===== src/core/mvl_cfg.svh =====
// offsets, field positions and reset values of the mode and violation log
`ifndef MVL_CFG_SVH
`define MVL_CFG_SVH

// register bus geometry
`define MVL_ADDR_W          16
`define MVL_DATA_W          8

// register offsets
`define MVL_OFS_MODE        16'h0070
`define MVL_OFS_CODE_HIGH   16'h0080
`define MVL_OFS_CODE_LOW    16'h0081
`define MVL_OFS_FLAGS_HIGH  16'h0082
`define MVL_OFS_FLAGS_LOW   16'h0083
`define MVL_OFS_PC_HIGH     16'h0085
`define MVL_OFS_PC_MID      16'h0086
`define MVL_OFS_PC_LOW      16'h0087

// field positions
`define MVL_MODE_BIT        7
`define MVL_USER_BIT        7
`define MVL_XMASK_BIT       6
`define MVL_IMASK_BIT       4

// values
`define MVL_CLEAR_BYTE      8'hFF
`define MVL_ZERO_BYTE       8'h00
`define MVL_CODE_RESET      16'h0000
`define MVL_PC_W            24
`define MVL_PC_RESET        24'h000000

// capture bank geometry and read indices
`define MVL_BANK_DEPTH      5
`define MVL_BANK_IDX_W      3
`define MVL_IDX_FLAGS_HIGH  3'h0
`define MVL_IDX_FLAGS_LOW   3'h1
`define MVL_IDX_PC_HIGH     3'h2
`define MVL_IDX_PC_MID      3'h3
`define MVL_IDX_PC_LOW      3'h4

`endif


===== src/core/mvl_pkg.sv =====
// types for the mode and violation log
package mvl_pkg;

   // who caused the violation
   typedef enum logic [3:0] {
      MVL_INIT_NONE = 4'h0,
      MVL_INIT_CORE = 4'h1,
      MVL_INIT_ADC  = 4'h3
   } mvl_initiator_t;

   // target of the faulty access
   typedef enum logic [3:0] {
      MVL_TARGET_NONE     = 4'h0,
      MVL_TARGET_REGS     = 4'h1,
      MVL_TARGET_RAM      = 4'h2,
      MVL_TARGET_EEPROM   = 4'h3,
      MVL_TARGET_FLASH    = 4'h4,
      MVL_TARGET_INFO_NVM = 4'h5
   } mvl_target_t;

   // kind of the faulty access
   typedef enum logic [3:0] {
      MVL_KIND_NONE   = 4'h0,
      MVL_KIND_OPCODE = 4'h1,
      MVL_KIND_VECTOR = 4'h2,
      MVL_KIND_LOAD   = 4'h3,
      MVL_KIND_STORE  = 4'h4
   } mvl_kind_t;

   // class of violation
   typedef enum logic [3:0] {
      MVL_CLASS_NONE    = 4'h0,
      MVL_CLASS_ILLEGAL = 4'h1,
      MVL_CLASS_ECC     = 4'h2
   } mvl_class_t;

   // mode strap capture sequence
   typedef enum logic {
      MVL_STRAP_WAIT,
      MVL_STRAP_DONE
   } mvl_strap_t;

endpackage : mvl_pkg


===== src/core/mvl_capture_bank.sv =====
// snapshot bank of captured condition bits and program counter bytes
`timescale 1ns/1ps
`include "mvl_cfg.svh"

module mvl_capture_bank
(
   input  wire logic                       clk_sys,
   input  wire logic                       reset_n,
   input  wire logic                       load,
   input  wire logic [`MVL_PC_W-1:0]       pc_in,
   input  wire logic                       user_in,
   input  wire logic                       xmask_in,
   input  wire logic                       imask_in,
   input  wire logic [`MVL_BANK_IDX_W-1:0] rd_idx,
   output logic      [`MVL_DATA_W-1:0]     rd_data
);

   // packed bytes offered on a load, one per bank entry
   logic [`MVL_DATA_W-1:0] load_byte [`MVL_BANK_DEPTH];
   // stored entries
   logic [`MVL_DATA_W-1:0] entry_reg [`MVL_BANK_DEPTH];
   // index is legal
   wire                    idx_ok;

   // flag bytes keep only their documented bits, others zero
   always_comb
   begin
      load_byte[`MVL_IDX_FLAGS_HIGH]                 = `MVL_ZERO_BYTE;
      load_byte[`MVL_IDX_FLAGS_HIGH][`MVL_USER_BIT]  = user_in;
      load_byte[`MVL_IDX_FLAGS_LOW]                  = `MVL_ZERO_BYTE;
      load_byte[`MVL_IDX_FLAGS_LOW][`MVL_XMASK_BIT]  = xmask_in;
      load_byte[`MVL_IDX_FLAGS_LOW][`MVL_IMASK_BIT]  = imask_in;
      load_byte[`MVL_IDX_PC_HIGH]                    = pc_in[23:16];
      load_byte[`MVL_IDX_PC_MID]                     = pc_in[15:8];
      load_byte[`MVL_IDX_PC_LOW]                     = pc_in[7:0];
   end

   // every entry takes its byte on load only
   genvar gi;
   generate
      for (gi = 0; gi < `MVL_BANK_DEPTH; gi++)
      begin : g_entry
         always_ff @(posedge clk_sys or negedge reset_n)
         begin
            if (!reset_n)
               entry_reg[gi] <= `MVL_ZERO_BYTE;
            else if (load)
               entry_reg[gi] <= load_byte[gi];
         end
      end
   endgenerate

   assign idx_ok = (rd_idx < 3'(`MVL_BANK_DEPTH));

   // registered read port, zero for an index past the bank
   always_ff @(posedge clk_sys or negedge reset_n)
   begin
      if (!reset_n)
         rd_data <= `MVL_ZERO_BYTE;
      else
         rd_data <= idx_ok ? entry_reg[rd_idx] : `MVL_ZERO_BYTE;
   end

endmodule : mvl_capture_bank


===== src/core/mvl_mode_violation_log.sv =====
// chip mode register and access violation log with register port
`timescale 1ns/1ps
`include "mvl_cfg.svh"

// Functional notes
// - mode readable; only permitted writes take effect
// - mode bit reset value from strap pin
// - only special to normal single-chip allowed
// - high byte upper nibble holds initiator
// - high byte lower nibble holds target
// - low byte upper nibble holds access kind
// - low byte lower nibble holds violation class
// - code goes non-zero on core/ECC violation
// - counter and flags load with the code
// - non-zero code freezes code, counter, flags
// - writing all ones to both bytes clears
// - flags high bit 7 holds user state
// - flags low bit 6 holds xirq mask
// - flags low bit 4 holds irq mask
// - flags meaningless while code reads zero
// - counter holds faulting instruction address
// - counter and flags read-only, readable always
// - one global 16 MB address space
// - reset active low; strap latched at release
// - machine exception on core violation or ECC
module mvl_mode_violation_log
(
   input  wire logic                   clk_sys,
   input  wire logic                   reset_n,
   // strap pin choosing the start-up mode
   input  wire logic                   mode_select,
   // register port
   input  wire logic [`MVL_ADDR_W-1:0] reg_addr,
   input  wire logic [`MVL_DATA_W-1:0] reg_wdata,
   input  wire logic                   reg_write,
   input  wire logic                   reg_read,
   output logic      [`MVL_DATA_W-1:0] reg_rdata,
   // violation report from the bus fabric
   input  wire logic                   viol_valid,
   input  wire logic [3:0]             initiator_id,
   input  wire logic [3:0]             target_id,
   input  wire logic [3:0]             transfer_kind,
   input  wire logic [3:0]             fault_class,
   input  wire logic [`MVL_PC_W-1:0]   core_program_counter,
   input  wire logic                   core_user_state,
   input  wire logic                   core_xirq_mask,
   input  wire logic                   core_irq_mask,
   // status and requests toward the core
   output logic                        machine_exception,
   output logic                        normal_mode,
   output logic                        violation_logged
);

   // current operating mode bit, 0 special, 1 normal single-chip
   logic                   mode_reg;
   logic                   mode_next;
   // strap capture sequencer
   mvl_pkg::mvl_strap_t    strap_reg;
   mvl_pkg::mvl_strap_t    strap_next;
   // logged error code, high and low bytes
   logic [`MVL_DATA_W-1:0] code_high_reg;
   logic [`MVL_DATA_W-1:0] code_high_next;
   logic [`MVL_DATA_W-1:0] code_low_reg;
   logic [`MVL_DATA_W-1:0] code_low_next;
   // all-ones seen on each code byte since the last other write
   logic                   ones_high_reg;
   logic                   ones_high_next;
   logic                   ones_low_reg;
   logic                   ones_low_next;
   // registered read data of the plain registers
   logic [`MVL_DATA_W-1:0] rdata_reg;
   logic [`MVL_DATA_W-1:0] rdata_next;
   // read of the capture bank was issued last cycle
   logic                   bank_hit_reg;
   // exception request pulse
   logic                   exc_reg;

   // address decode
   wire                    sel_mode;
   wire                    sel_code_high;
   wire                    sel_code_low;
   wire                    sel_flags_high;
   wire                    sel_flags_low;
   wire                    sel_pc_high;
   wire                    sel_pc_mid;
   wire                    sel_pc_low;
   wire                    sel_bank;
   // write qualifiers
   wire                    wr_mode;
   wire                    wr_code_high;
   wire                    wr_code_low;
   wire                    wdata_ones;
   wire                    mode_upgrade;
   // violation qualifiers
   wire                    code_empty;
   wire                    core_fault;
   wire                    ecc_fault;
   wire                    loggable;
   wire                    log_now;
   wire                    clear_now;
   wire [`MVL_DATA_W-1:0]  event_high;
   wire [`MVL_DATA_W-1:0]  event_low;
   wire [`MVL_PC_W-1:0]    event_pc;
   // capture bank read side
   wire [2:0]              bank_idx;
   wire [`MVL_DATA_W-1:0]  bank_rdata;

   // register decode
   assign sel_mode       = (reg_addr == `MVL_OFS_MODE);
   assign sel_code_high  = (reg_addr == `MVL_OFS_CODE_HIGH);
   assign sel_code_low   = (reg_addr == `MVL_OFS_CODE_LOW);
   assign sel_flags_high = (reg_addr == `MVL_OFS_FLAGS_HIGH);
   assign sel_flags_low  = (reg_addr == `MVL_OFS_FLAGS_LOW);
   assign sel_pc_high    = (reg_addr == `MVL_OFS_PC_HIGH);
   assign sel_pc_mid     = (reg_addr == `MVL_OFS_PC_MID);
   assign sel_pc_low     = (reg_addr == `MVL_OFS_PC_LOW);
   assign sel_bank       = sel_flags_high | sel_flags_low |
                           sel_pc_high | sel_pc_mid | sel_pc_low;

   // write strobes per register; the bank has none
   assign wr_mode      = reg_write & sel_mode;
   assign wr_code_high = reg_write & sel_code_high;
   assign wr_code_low  = reg_write & sel_code_low;
   assign wdata_ones   = (reg_wdata == `MVL_CLEAR_BYTE);

   // only special to normal is honoured
   assign mode_upgrade = wr_mode & ~mode_reg & reg_wdata[`MVL_MODE_BIT];

   // violation classification
   assign code_empty = ({code_high_reg, code_low_reg} == `MVL_CODE_RESET);
   assign core_fault = (initiator_id == mvl_pkg::MVL_INIT_CORE);
   assign ecc_fault  = (fault_class == mvl_pkg::MVL_CLASS_ECC);
   assign loggable   = viol_valid & (core_fault | ecc_fault);

   // clear once both bytes have seen all ones, in either order
   assign clear_now = (wr_code_high & wdata_ones & (ones_low_reg | (wr_code_low & wdata_ones)))
                    | (wr_code_low & wdata_ones & ones_high_reg);

   // logging is open while empty or being cleared; the event wins
   assign log_now = loggable & (code_empty | clear_now);

   // code bytes assembled from the report fields
   assign event_high = {initiator_id, target_id};
   assign event_low  = {transfer_kind, fault_class};
   // faulting instruction address within the 16 MB map
   assign event_pc   = core_program_counter[`MVL_PC_W-1:0];

   // capture bank index from the read address
   assign bank_idx = sel_flags_high ? `MVL_IDX_FLAGS_HIGH :
                     sel_flags_low  ? `MVL_IDX_FLAGS_LOW  :
                     sel_pc_high    ? `MVL_IDX_PC_HIGH    :
                     sel_pc_mid     ? `MVL_IDX_PC_MID     :
                                      `MVL_IDX_PC_LOW;

   // snapshot bank, loaded with the code in the same cycle
   mvl_capture_bank u_bank
   (
      .clk_sys  (clk_sys),
      .reset_n  (reset_n),
      .load     (log_now),
      .pc_in    (event_pc),
      .user_in  (core_user_state),
      .xmask_in (core_xirq_mask),
      .imask_in (core_irq_mask),
      .rd_idx   (bank_idx),
      .rd_data  (bank_rdata)
   );

   // strap sequencer and mode next value
   always_comb
   begin
      strap_next = strap_reg;
      mode_next  = mode_reg;
      case (strap_reg)
         mvl_pkg::MVL_STRAP_WAIT:
         begin
            // first edge after release catches the pin
            mode_next  = mode_select;
            strap_next = mvl_pkg::MVL_STRAP_DONE;
         end
         mvl_pkg::MVL_STRAP_DONE:
         begin
            // other writes are dropped silently
            if (mode_upgrade)
               mode_next = 1'b1;
         end
         default:
         begin
            strap_next = mvl_pkg::MVL_STRAP_WAIT;
         end
      endcase
   end

   // error code next value
   always_comb
   begin
      code_high_next = code_high_reg;
      code_low_next  = code_low_reg;
      if (log_now)
      begin
         // a new violation, also when it meets a clear
         code_high_next = event_high;
         code_low_next  = event_low;
      end
      else if (clear_now)
      begin
         // both bytes to zero; bank contents become stale
         code_high_next = `MVL_ZERO_BYTE;
         code_low_next  = `MVL_ZERO_BYTE;
      end
   end

   // all-ones trackers: any other write to a byte forgets it
   always_comb
   begin
      ones_high_next = ones_high_reg;
      ones_low_next  = ones_low_reg;
      if (clear_now)
      begin
         ones_high_next = 1'b0;
         ones_low_next  = 1'b0;
      end
      else
      begin
         if (wr_code_high)
            ones_high_next = wdata_ones;
         if (wr_code_low)
            ones_low_next = wdata_ones;
      end
   end

   // read mux of the plain registers; reserved and unmapped read zero
   always_comb
   begin
      rdata_next = `MVL_ZERO_BYTE;
      if (reg_read)
      begin
         if (sel_mode)
            rdata_next[`MVL_MODE_BIT] = mode_reg;
         else if (sel_code_high)
            rdata_next = code_high_reg;
         else if (sel_code_low)
            rdata_next = code_low_reg;
         else
            rdata_next = `MVL_ZERO_BYTE;
      end
   end

   // mode and strap state
   always_ff @(posedge clk_sys or negedge reset_n)
   begin
      if (!reset_n)
      begin
         strap_reg <= mvl_pkg::MVL_STRAP_WAIT;
         mode_reg  <= 1'b0;
      end
      else
      begin
         strap_reg <= strap_next;
         mode_reg  <= mode_next;
      end
   end

   // error code bytes and clear trackers
   always_ff @(posedge clk_sys or negedge reset_n)
   begin
      if (!reset_n)
      begin
         code_high_reg <= `MVL_ZERO_BYTE;
         code_low_reg  <= `MVL_ZERO_BYTE;
         ones_high_reg <= 1'b0;
         ones_low_reg  <= 1'b0;
      end
      else
      begin
         code_high_reg <= code_high_next;
         code_low_reg  <= code_low_next;
         ones_high_reg <= ones_high_next;
         ones_low_reg  <= ones_low_next;
      end
   end

   // read data and bank select, valid the cycle after the strobe
   always_ff @(posedge clk_sys or negedge reset_n)
   begin
      if (!reset_n)
      begin
         rdata_reg    <= `MVL_ZERO_BYTE;
         bank_hit_reg <= 1'b0;
      end
      else
      begin
         rdata_reg    <= rdata_next;
         bank_hit_reg <= reg_read & sel_bank;
      end
   end

   // exception request for every core violation or ECC fault
   always_ff @(posedge clk_sys or negedge reset_n)
   begin
      if (!reset_n)
         exc_reg <= 1'b0;
      else
         exc_reg <= loggable;
   end

   // outputs
   assign reg_rdata         = bank_hit_reg ? bank_rdata : rdata_reg;
   assign machine_exception = exc_reg;
   assign normal_mode       = mode_reg;
   assign violation_logged  = ~code_empty;

endmodule : mvl_mode_violation_log


===== config.mk =====
export PLATFORM = sky130hd
export DESIGN_NAME = mvl_mode_violation_log
export DESIGN_NICKNAME = d
export VERILOG_FILES = /design/src/core/mvl_pkg.sv /design/src/core/mvl_capture_bank.sv /design/src/core/mvl_mode_violation_log.sv
export VERILOG_INCLUDE_DIRS = /design/src /design/src/core
export SDC_FILE = /design/constraint.sdc
export NUM_CORES = 1
export LEC_CHECK = 0
export ABC_AREA = 1
export ABC_CLOCK_PERIOD_IN_PS = 2000
export BUFFER_PORTS_ARGS = -buffer_cell sky130_fd_sc_hd__buf_2
export CORE_MARGIN = 5
export CORE_UTILIZATION = 40
export DETAILED_ROUTE_END_ITERATION = 8
export HOLD_SLACK_MARGIN = 0.1
export MAX_ROUTING_LAYER = met4
export PLACE_DENSITY = 0.72
export SLEW_MARGIN = 20
export SYNTH_ARGS = -nofsm -noshare
export SYNTH_HDL_FRONTEND = slang
export SYNTH_SLANG_ARGS = --single-unit

===== constraint.sdc =====
create_clock -name clk_sys -period 2 [get_ports clk_sys]
set_clock_uncertainty 0.15 [all_clocks]
set_input_delay 0.2 -clock clk_sys [delete_from_list [all_inputs] [get_ports clk_sys]]
set_output_delay 0.2 -clock clk_sys [all_outputs]
set_load 0.01 [all_outputs]

======== Word-level counts from Yosys, hierarchy flattened ========
Cells that the tools add are included.
W data, S select, Z words.
operators by class
  order comparisons ....................... 2
  eq/ne operators ......................... 12
  mux-type cells .......................... 23
  bitwise operators ....................... 24
  reductions and logical operators ........ 4
operator list
  kind                   count
  $eq A16 B8 Y1 const B  7
  $mux W8                10
  $bmux W8 S3            1
  $eq A16 B7 Y1 const B  1
  $logic_not A16 Y1      1
  $and A1 B1 Y1          12
  $mux W3                4
  $eq A8 B8 Y1 const B   1
  $or A1 B1 Y1           8
  $mux W7                1
  $mux W1                6
  $reduce_bool A2 Y1     3
  $eq A4 B1 Y1 const B   1
  $eq A4 B2 Y1 const B   1
  $ge A4 B4 Y1 const B   1
  $not A3 Y4             1
  $lt A3 B3 Y1 const B   1
  $not A1 Y1             3
  $ne A2 B1 Y1 const B   1
  $pmux W1 S2            1
storage, ports and cells
  bits in registers ....................... 65
  bits of input ports ..................... 73
  output and inout bits ................... 11
  logic and storage cells ................. 80

======== Depth between registers and ports, before layout ========
Gate-level depths: netlist (run 1).
  depth in word-level cells ............... 10
  mapped depth ............................ 11

======== Cells and area by module ========
From an unflattened synthesis (run 1), not the netlist that was laid out.
unflattened totals
  cell total of the unflattened synthesis .. 362
  area total of the unflattened synthesis .. 3342.0 sq um
modules (own cells, without submodules)
  module                  instances  cells each  area each (sq um)  seq. area each (sq um)
  mvl_mode_violation_log  1          221         1798.0             750.7
  mvl_capture_bank        1          141         1544.0             875.8

======== Least setup slack after synthesis (run 1) ========
OpenSTA, ideal clock, no wires.
  kind .................................... reg2reg
  start ................................... register code_low_reg[7]
  end ..................................... register code_high_reg[0]
  setup time .............................. 0.125 ns
  data arrival time ....................... 1.434 ns
  required time ........................... 1.725 ns
  slack ................................... 0.291 ns
  stages on the path, launching flop included .. 8
  path buffers ............................ 1
  clock period less this slack ............ 1.709 ns
  cells stage by stage .................... dfrtp_1 -> nor2_1 -> nand2_1 -> nor3_1 -> nand3_1 -> clkbuf_1 -> o2111ai_1 -> nand2_1
on the way
  cells in the longest elaborated chain, start to end .. 4
RTL lines
  element                                               RTL line                       source
  from (decl)                                           mvl_mode_violation_log.sv:63   logic [`MVL_DATA_W-1:0] code_low_reg;
  from (signal assigned)                                mvl_mode_violation_log.sv:270  code_low_reg <= `MVL_ZERO_BYTE;
  from (signal assigned)                                mvl_mode_violation_log.sv:277  code_low_reg <= code_low_next;
  $logic_not A16 Y1 (no source line) *                  -
  $or A1 B1 Y1 *                                        mvl_mode_violation_log.sv:140  assign log_now = loggable & (code_empty | clear_now);
  $and A1 B1 Y1 *                                       mvl_mode_violation_log.sv:140
  $mux W8 / $reduce_bool A2 Y1 (equally long branches)  -
  to (signal assigned)                                  mvl_mode_violation_log.sv:269  code_high_reg <= `MVL_ZERO_BYTE;
  to (signal assigned)                                  mvl_mode_violation_log.sv:276  code_high_reg <= code_high_next;
  to (decl)                                             mvl_mode_violation_log.sv:61   logic [`MVL_DATA_W-1:0] code_high_reg;
Mark *: on every way between the ends. The rest lies on a longest branch, timed or not.
A chain may end at the register's enable or synchronous reset.

======== Worst setup path after layout (run 1) ========
  start ................................... register code_low_reg[5]
  end ..................................... output violation_logged
on the way
  cells in the longest elaborated chain, start to end .. 2
RTL lines
  element                             RTL line                       source
  $logic_not A16 Y1 (no source line)  -
  $not A1 Y1                          mvl_mode_violation_log.sv:311  assign violation_logged = ~code_empty;
  to (decl)                           mvl_mode_violation_log.sv:51   output logic violation_logged
Every way passes these cells.

==> results.cfg, run 1 <==
[yosys]
synth_area_leaders = dfrtp_1, nand2_1, nand3_1
yosysSeqAreaShare_pct = 50.2
synth_commonest_cells = nand2_1, dfrtp_1, nand3_1, nor2_1, inv_1
netlist.area_leader.share_pct = 50.2
synth_enable_flop_cells = 0
syn-num-nets = 458
synthCells = 385
ys_ff_latch = 65
synth_most_common_cell = nand2_1
yosys_warnings = 0
ys_types = 31
synth_ff_type = dfrtp_1
synth_top_cell_by_area = dfrtp_1
synthArstFlopShare_pct = 100
synth.avg_cell_area_um2 = 8.42
synthesis.area_um2 = 3240

[power]
power.total_mw = 4.04
power_leakage_nw = 2.36
ir_drop_mv = 0.453
p_per_area_nw_per_um2 = 895

[grt]
grt_max_degree = 46
antenna_found_initial = 0
grt_util_met1_pct = 24.6
grt_pass1_vias = 3115
grt.met2_usage_pct = 29.8
grt-busiest-layer = met2
use_met3_pct = 4.45
overflow = 0
grt_util_all_layers_pct = 18.8
grt_pass1_wl_mm = 14.5

[setup_path]
crit_required_ps = 1650
worstSetupPathType = reg -> out
cp-start-kind = register
crit_path_top_delay_cell = dfrtp_1
max_stage_delay_ps = 420
cp-end-kind = output port
cp.arrival_ps = 1580
critical_path.startpoint = code_low_reg[5]
path_cells = nor2_1 -> nand2_1 -> nor3_1 -> nand3_1 -> buf_4 -> buf_2
crit_fanout = 17
worstReg2RegStart = code_low_reg[5]

[floorplan]
chipHeight_um = 100
die-width_um = 100
core_um2 = 7810
placementRows = 32
ios = 84
initial_utilization_pct = 41.5
dieArea_um2 = 10000

[cts]
cts_tree = done
clk_latency_ps = 340
cts_made_buffers = 9
root_buffer = clkbuf_8
htreeDepth = 3
cts_sinks = 65
clkSlewWorstSetupHoldPaths_ps = 70
ctsLongestPathBuffers = 2

[routing]
routed_wl_mm = 8.63
drt_iter0_markers = 153
viasPerCell = 4.98
drt_first_pass_iters = 4
drcViolationCount = 0
ant_nets = 0
wl_per_cell_um = 13.7
vias = 3136

[sta]
period_share_pct = 96.5
setup_viol = 0
max_freq_mhz = 518
final_hold_viol_count = 0
min_period_ps = 1930
final-max-slew-violation-count = 0

[cells_and_area]
fin_nets = 596
drive_above_1_share_pct = 25.2
multiInputGateArea_um2 = 1430
register_area_um2 = 1630
areaGrowthSynthToFinish_pct = 39.1
fin_util_pct = 57.7
nFillCells = 707
largest_reg_flops = 27
insertedDiodeCount = 0

[placement]
gp_congestion = 0.890
port_buffers = 83
hpwlAfterDp_mm = 6.02

[hold_path]
min-delay-start = reg_addr[8]
hold_class = in -> reg

[run]
max_cap_viol_count = 0

[outcome]
status = completed
-- critical path: cells and delay by family, from the launching register on --
family	cells	cell delay, ps
AND/OR/NAND/NOR	4	440
flip-flops	1	420
buffers and inverters	2	380
-- report_power, final --
| part | total (mW) | internal [mW] | switching (mW) |
|---|---|---|---|
| Clock | 1.25 | 0.772 | 0.476 |
| Sequential | 1.92 | 1.67 | 0.242 |
| Combinational | 0.871 | 0.402 | 0.469 |
-- through the flow --
stage | area [µm²] | setup TNS, ps | setup WS (ps) | hold slack (ps) | instances
floorplan | 3240 | 0 | 291 | -246 | 385
global placement | 3780 | 0 | 153 | 27.1 | 564
detailed placement | 3780 | 0 | 40.7 | 41.8 | 564
CTS | 4500 | 0 | 21.8 | 164 | 629
global route | 4510 | -1.89 | -1.89 | 193 | 630
finish | 4510 | 0 | 70.0 | 169 | 630
-- layer usage --
| metal | vias to the layer above | wire length [µm] |
|---|---|---|
| li1 | 1577 | - |
| met1 | 1466 | 3790 |
| met2 | 83 | 4250 |
| met3 | 10 | 472 |
| met4 | 0 | 120 |
| met5 | - | 0 |
-- layout by cell type, fill, tap and decap left out --
master | Yosys | layout
a21oi_1 | 12 | 12
a22oi_1 | 5 | 5
a31oi_1 | 2 | 2
and2_4 | 0 | 1
buf_12 | 0 | 1
buf_2 | 1 | 83
buf_4 | 5 | 12
bufinv_16 | 0 | 2
clkbuf_1 | 10 | 3
clkbuf_8 | 0 | 11
conb_1 | 1 | 1
dfrtp_1 | 65 | 65
dlygate4sd3_1 | 0 | 49
inv_1 | 21 | 21
inv_2 | 2 | 2
mux2_2 | 8 | 8
nand2_1 | 109 | 109
nand2_2 | 1 | 1
nand2_4 | 1 | 1
nand3_1 | 56 | 56
nand3_4 | 1 | 1
nand3b_1 | 1 | 1
nand4_1 | 4 | 4
nand4_2 | 1 | 1
nand4_4 | 1 | 1
nor2_1 | 31 | 31
nor2_2 | 4 | 4
nor2_4 | 2 | 2
nor3_1 | 2 | 2
o2111ai_1 | 16 | 16
o211ai_1 | 2 | 2
o21ai_0 | 16 | 16
o21ai_2 | 1 | 1
or2_2 | 1 | 1
-- final timing paths --
check	end	slack (ps)	cells past startpoint
worst max-delay path	violation_logged	70	6
worst max register to register	u_bank.entry_reg[10]	210	9
max in group asynchronous	rdata_reg[1]	870	3
worst min register to register	u_bank.entry_reg[19]	320	2
worst min-delay path	ones_low_reg	170	6
min in group asynchronous	code_high_reg[7]	230	2
-- cell families (layout without fill, tap and decap cells) --
group / count (synthesis) / in the layout / synth area share (%)
AOI/OAI and AO/OA: 54 / 54 / 10.9
buffers and inverters: 41 / 184 / 5.83
other: 1 / 1 / 0.116
DFF: 65 / 65 / 50.2
muxes: 8 / 8 / 2.78
and+or+nand+nor: 216 / 216 / 30.2
-- area by class of cell --
| cell class | count | area share, % |
|---|---|---|
| inverter | 23 | 1.92 |
| multi-input combinational | 279 | 31.7 |
| tap | 102 | 2.83 |
| sequential | 65 | 36.1 |
| clock inverter | 2 | 1.33 |
| clock buffer | 14 | 3.61 |
| timing repair buffer | 145 | 22.5 |
-- repair_timing --
action / CTS / global route
resized for setup: 0 / 2
endpoints found under the hold margin: 112 / 0
setup buffers: 0 / 1
hold buffers: 49 / 0
setup endpoints to repair: 0 / 2
Note: power is estimated with default switching activity, not from simulation.
==> run 2, diff against run 1 <==
--- a/config.mk
+++ b/config.mk
@@ -8,8 +8,8 @@
 export LEC_CHECK = 0
 export ABC_AREA = 1
 export ABC_CLOCK_PERIOD_IN_PS = 2000
-export BUFFER_PORTS_ARGS = -buffer_cell sky130_fd_sc_hd__buf_2
-export CORE_MARGIN = 5
+export BUFFER_PORTS_ARGS = -buffer_cell sky130_fd_sc_hd__clkbuf_2
+export CORE_MARGIN = 10
 export CORE_UTILIZATION = 40
 export DETAILED_ROUTE_END_ITERATION = 8
 export HOLD_SLACK_MARGIN = 0.1
==> run 2 against run 1 <==
Non-clock buffer count shrank 2. Die area grew 21%. Worst setup slack improved by 21 ps. Count of clock-buffer cells in the layout shrank 3.
==> results.cfg, run 2 (synthesized netlist as in run 1, its figures left out) <==
[routing]
ant_nets = 0
vias = 3140
wl_per_cell_um = 14.4
drt_first_pass_iters = 4
drt_iter0_markers = 231
viasPerCell = 5.00
drcViolationCount = 0
routed_wl_mm = 9.04

[cts]
ctsLongestPathBuffers = 2
cts_tree = done
clk_latency_ps = 330
htreeDepth = 3
cts_sinks = 65
clkSlewWorstSetupHoldPaths_ps = 70
cts_made_buffers = 9
root_buffer = clkbuf_8

[grt]
grt_pass1_wl_mm = 14.9
antenna_found_initial = 0
overflow = 0
grt_max_degree = 46
grt_util_all_layers_pct = 15.7
grt_pass1_vias = 3196

[placement]
gp_congestion = 0.908
dp_cells = 563
preCtsSetupSlack_ps = 82.7
placed_cell_area_um2 = 3790
port_buffers = 83
hpwlAfterDp_mm = 6.50

[floorplan]
core_um2 = 7810
placementRows = 32
dieArea_um2 = 12100
ios = 84
chipHeight_um = 110
initial_utilization_pct = 41.5
die-width_um = 110

[power]
clockPowerShare_pct = 30.9
power.total_mw = 4.07
p_sw_share_pct = 30.1
seqPwrFrac_pct = 47.2
switchingPower_mw = 1.23
p_per_area_nw_per_um2 = 902
power_leakage_nw = 2.37
combinationalPowerShare_pct = 21.9
internal-power_mw = 2.85
ir_drop_mv = 0.447

[hold_path]
hold_class = in -> reg

[cells_and_area]
stdcell_area_um2 = 4520
stdcell_count = 628
fin_nets = 594
layout_commonest_cell = nand2_1
largest_reg_flops = 27
insertedDiodeCount = 0
final_cell_mix = nand2_1, clkbuf_2, dfrtp_1, nand3_1, dlygate4sd3_1
nFillCells = 676
areaGrowthSynthToFinish_pct = 39.3
drive_above_1_share_pct = 25.9

[outcome]
status = completed

[sta]
rsz0062_at_grt = false
period_share_pct = 95.4
final_hold_viol_count = 0
fin_setup_tns_ps = 0
maxSlewHeadroom_pct = 63.6
min_period_ps = 1910
worstMarginPinSlew_ps = 546
final-max-slew-violation-count = 0
setup_ws_ps = 91.3
setup_viol = 0
max_freq_mhz = 524

[setup_path]
cp-start-kind = register
cp-end-kind = output port
crit_fanout = 17
worstSetupPathType = reg -> out
cp.arrival_ps = 1560
crit_required_ps = 1650

[run]
max_cap_viol_count = 0
-- run 2: cell types whose count changed in the layout (fill, tap and decap cells not counted) --
cell           previous run  this run
buf_4                    12        10
buf_2                    83         0
clkinv_2                  0         2
clkbuf_2                  0        83
nor3_1                    2         0
clkinvlp_4                0         1
buf_12                    1         2
dlygate4sd3_1            49        48
and2_1                    0         1
clkbuf_1                  3         0
and2_4                    1         0
nor3_2                    0         2
-- run 2: layout make-up --
type                            count  area (µm²)  share of cell area, %
Sequential cell                    65        1630                   36.0
Multi-Input combinational cell    279        1440                   31.8
Timing Repair Buffer              143        1010                   22.4
Clock buffer                       11         151                   3.35
Tap cell                          102         128                   2.83
Inverter                           23        86.3                   1.91
Clock inverter                      5        77.6                   1.72
-- run 2: worst max-delay path, cell delays in order, from the launching register on --
cell,delay (ps)
dfrtp_1,420
nor2_1,120
nand2_1,70
nor3_2,130
nand3_1,120
buf_4,210
clkbuf_2,140
-- run 2: per-stage QoR --
| step | hold slack (ps) | util [%] |
|---|---|---|
| after floorplan | -246 | - |
| after global placement | 56.1 | 48.5 |
| after detailed placement | 61.3 | 48.5 |
| after CTS | 101 | 57.6 |
| after global routing | 136 | 57.8 |
| final | 114 | 57.8 |
-- run 2: metal layers --
metal,global-route usage (%),wire length [µm],vias to the layer above
li1,-,-,1570
met5,-,0,-
met2,24.4,4440,102
met1,20.3,3870,1457
met3,2.55,620,11
met4,5.48,108,0
-- run 2: worst paths after layout --
kind	cells after the start	slack [ps]	start	to
max reg2reg	9	210	code_low_reg[5]	u_bank.entry_reg[1]
min in group asynchronous	2	230	reset_n	u_bank.entry_reg[22]
min reg2reg	2	320	u_bank.entry_reg[30]	u_bank.entry_reg[30]
max	6	90	code_low_reg[5]	violation_logged
min	6	110	reg_addr[3]	bank_hit_reg
max in group asynchronous	3	850	reset_n	code_high_reg[4]
-- run 2: repair_timing --
action	4_1_cts	5_1_grt
hold buffers	48	0
buffers inserted	0	1
endpoints found under the hold margin	67	0
setup endpoints to repair	0	2
resized for setup	0	2
-- run 2: power by group through the flow --
stage / sequential (mW) / clock [mW] / combinational, mW
after floorplan: 1.84 / 0 / 0.574
after global placement: 1.93 / 0 / 0.768
after detailed placement: 1.94 / 0 / 0.795
after CTS: 1.92 / 1.27 / 0.873
after global routing: 1.96 / 1.33 / 1.01
final: 1.92 / 1.26 / 0.893
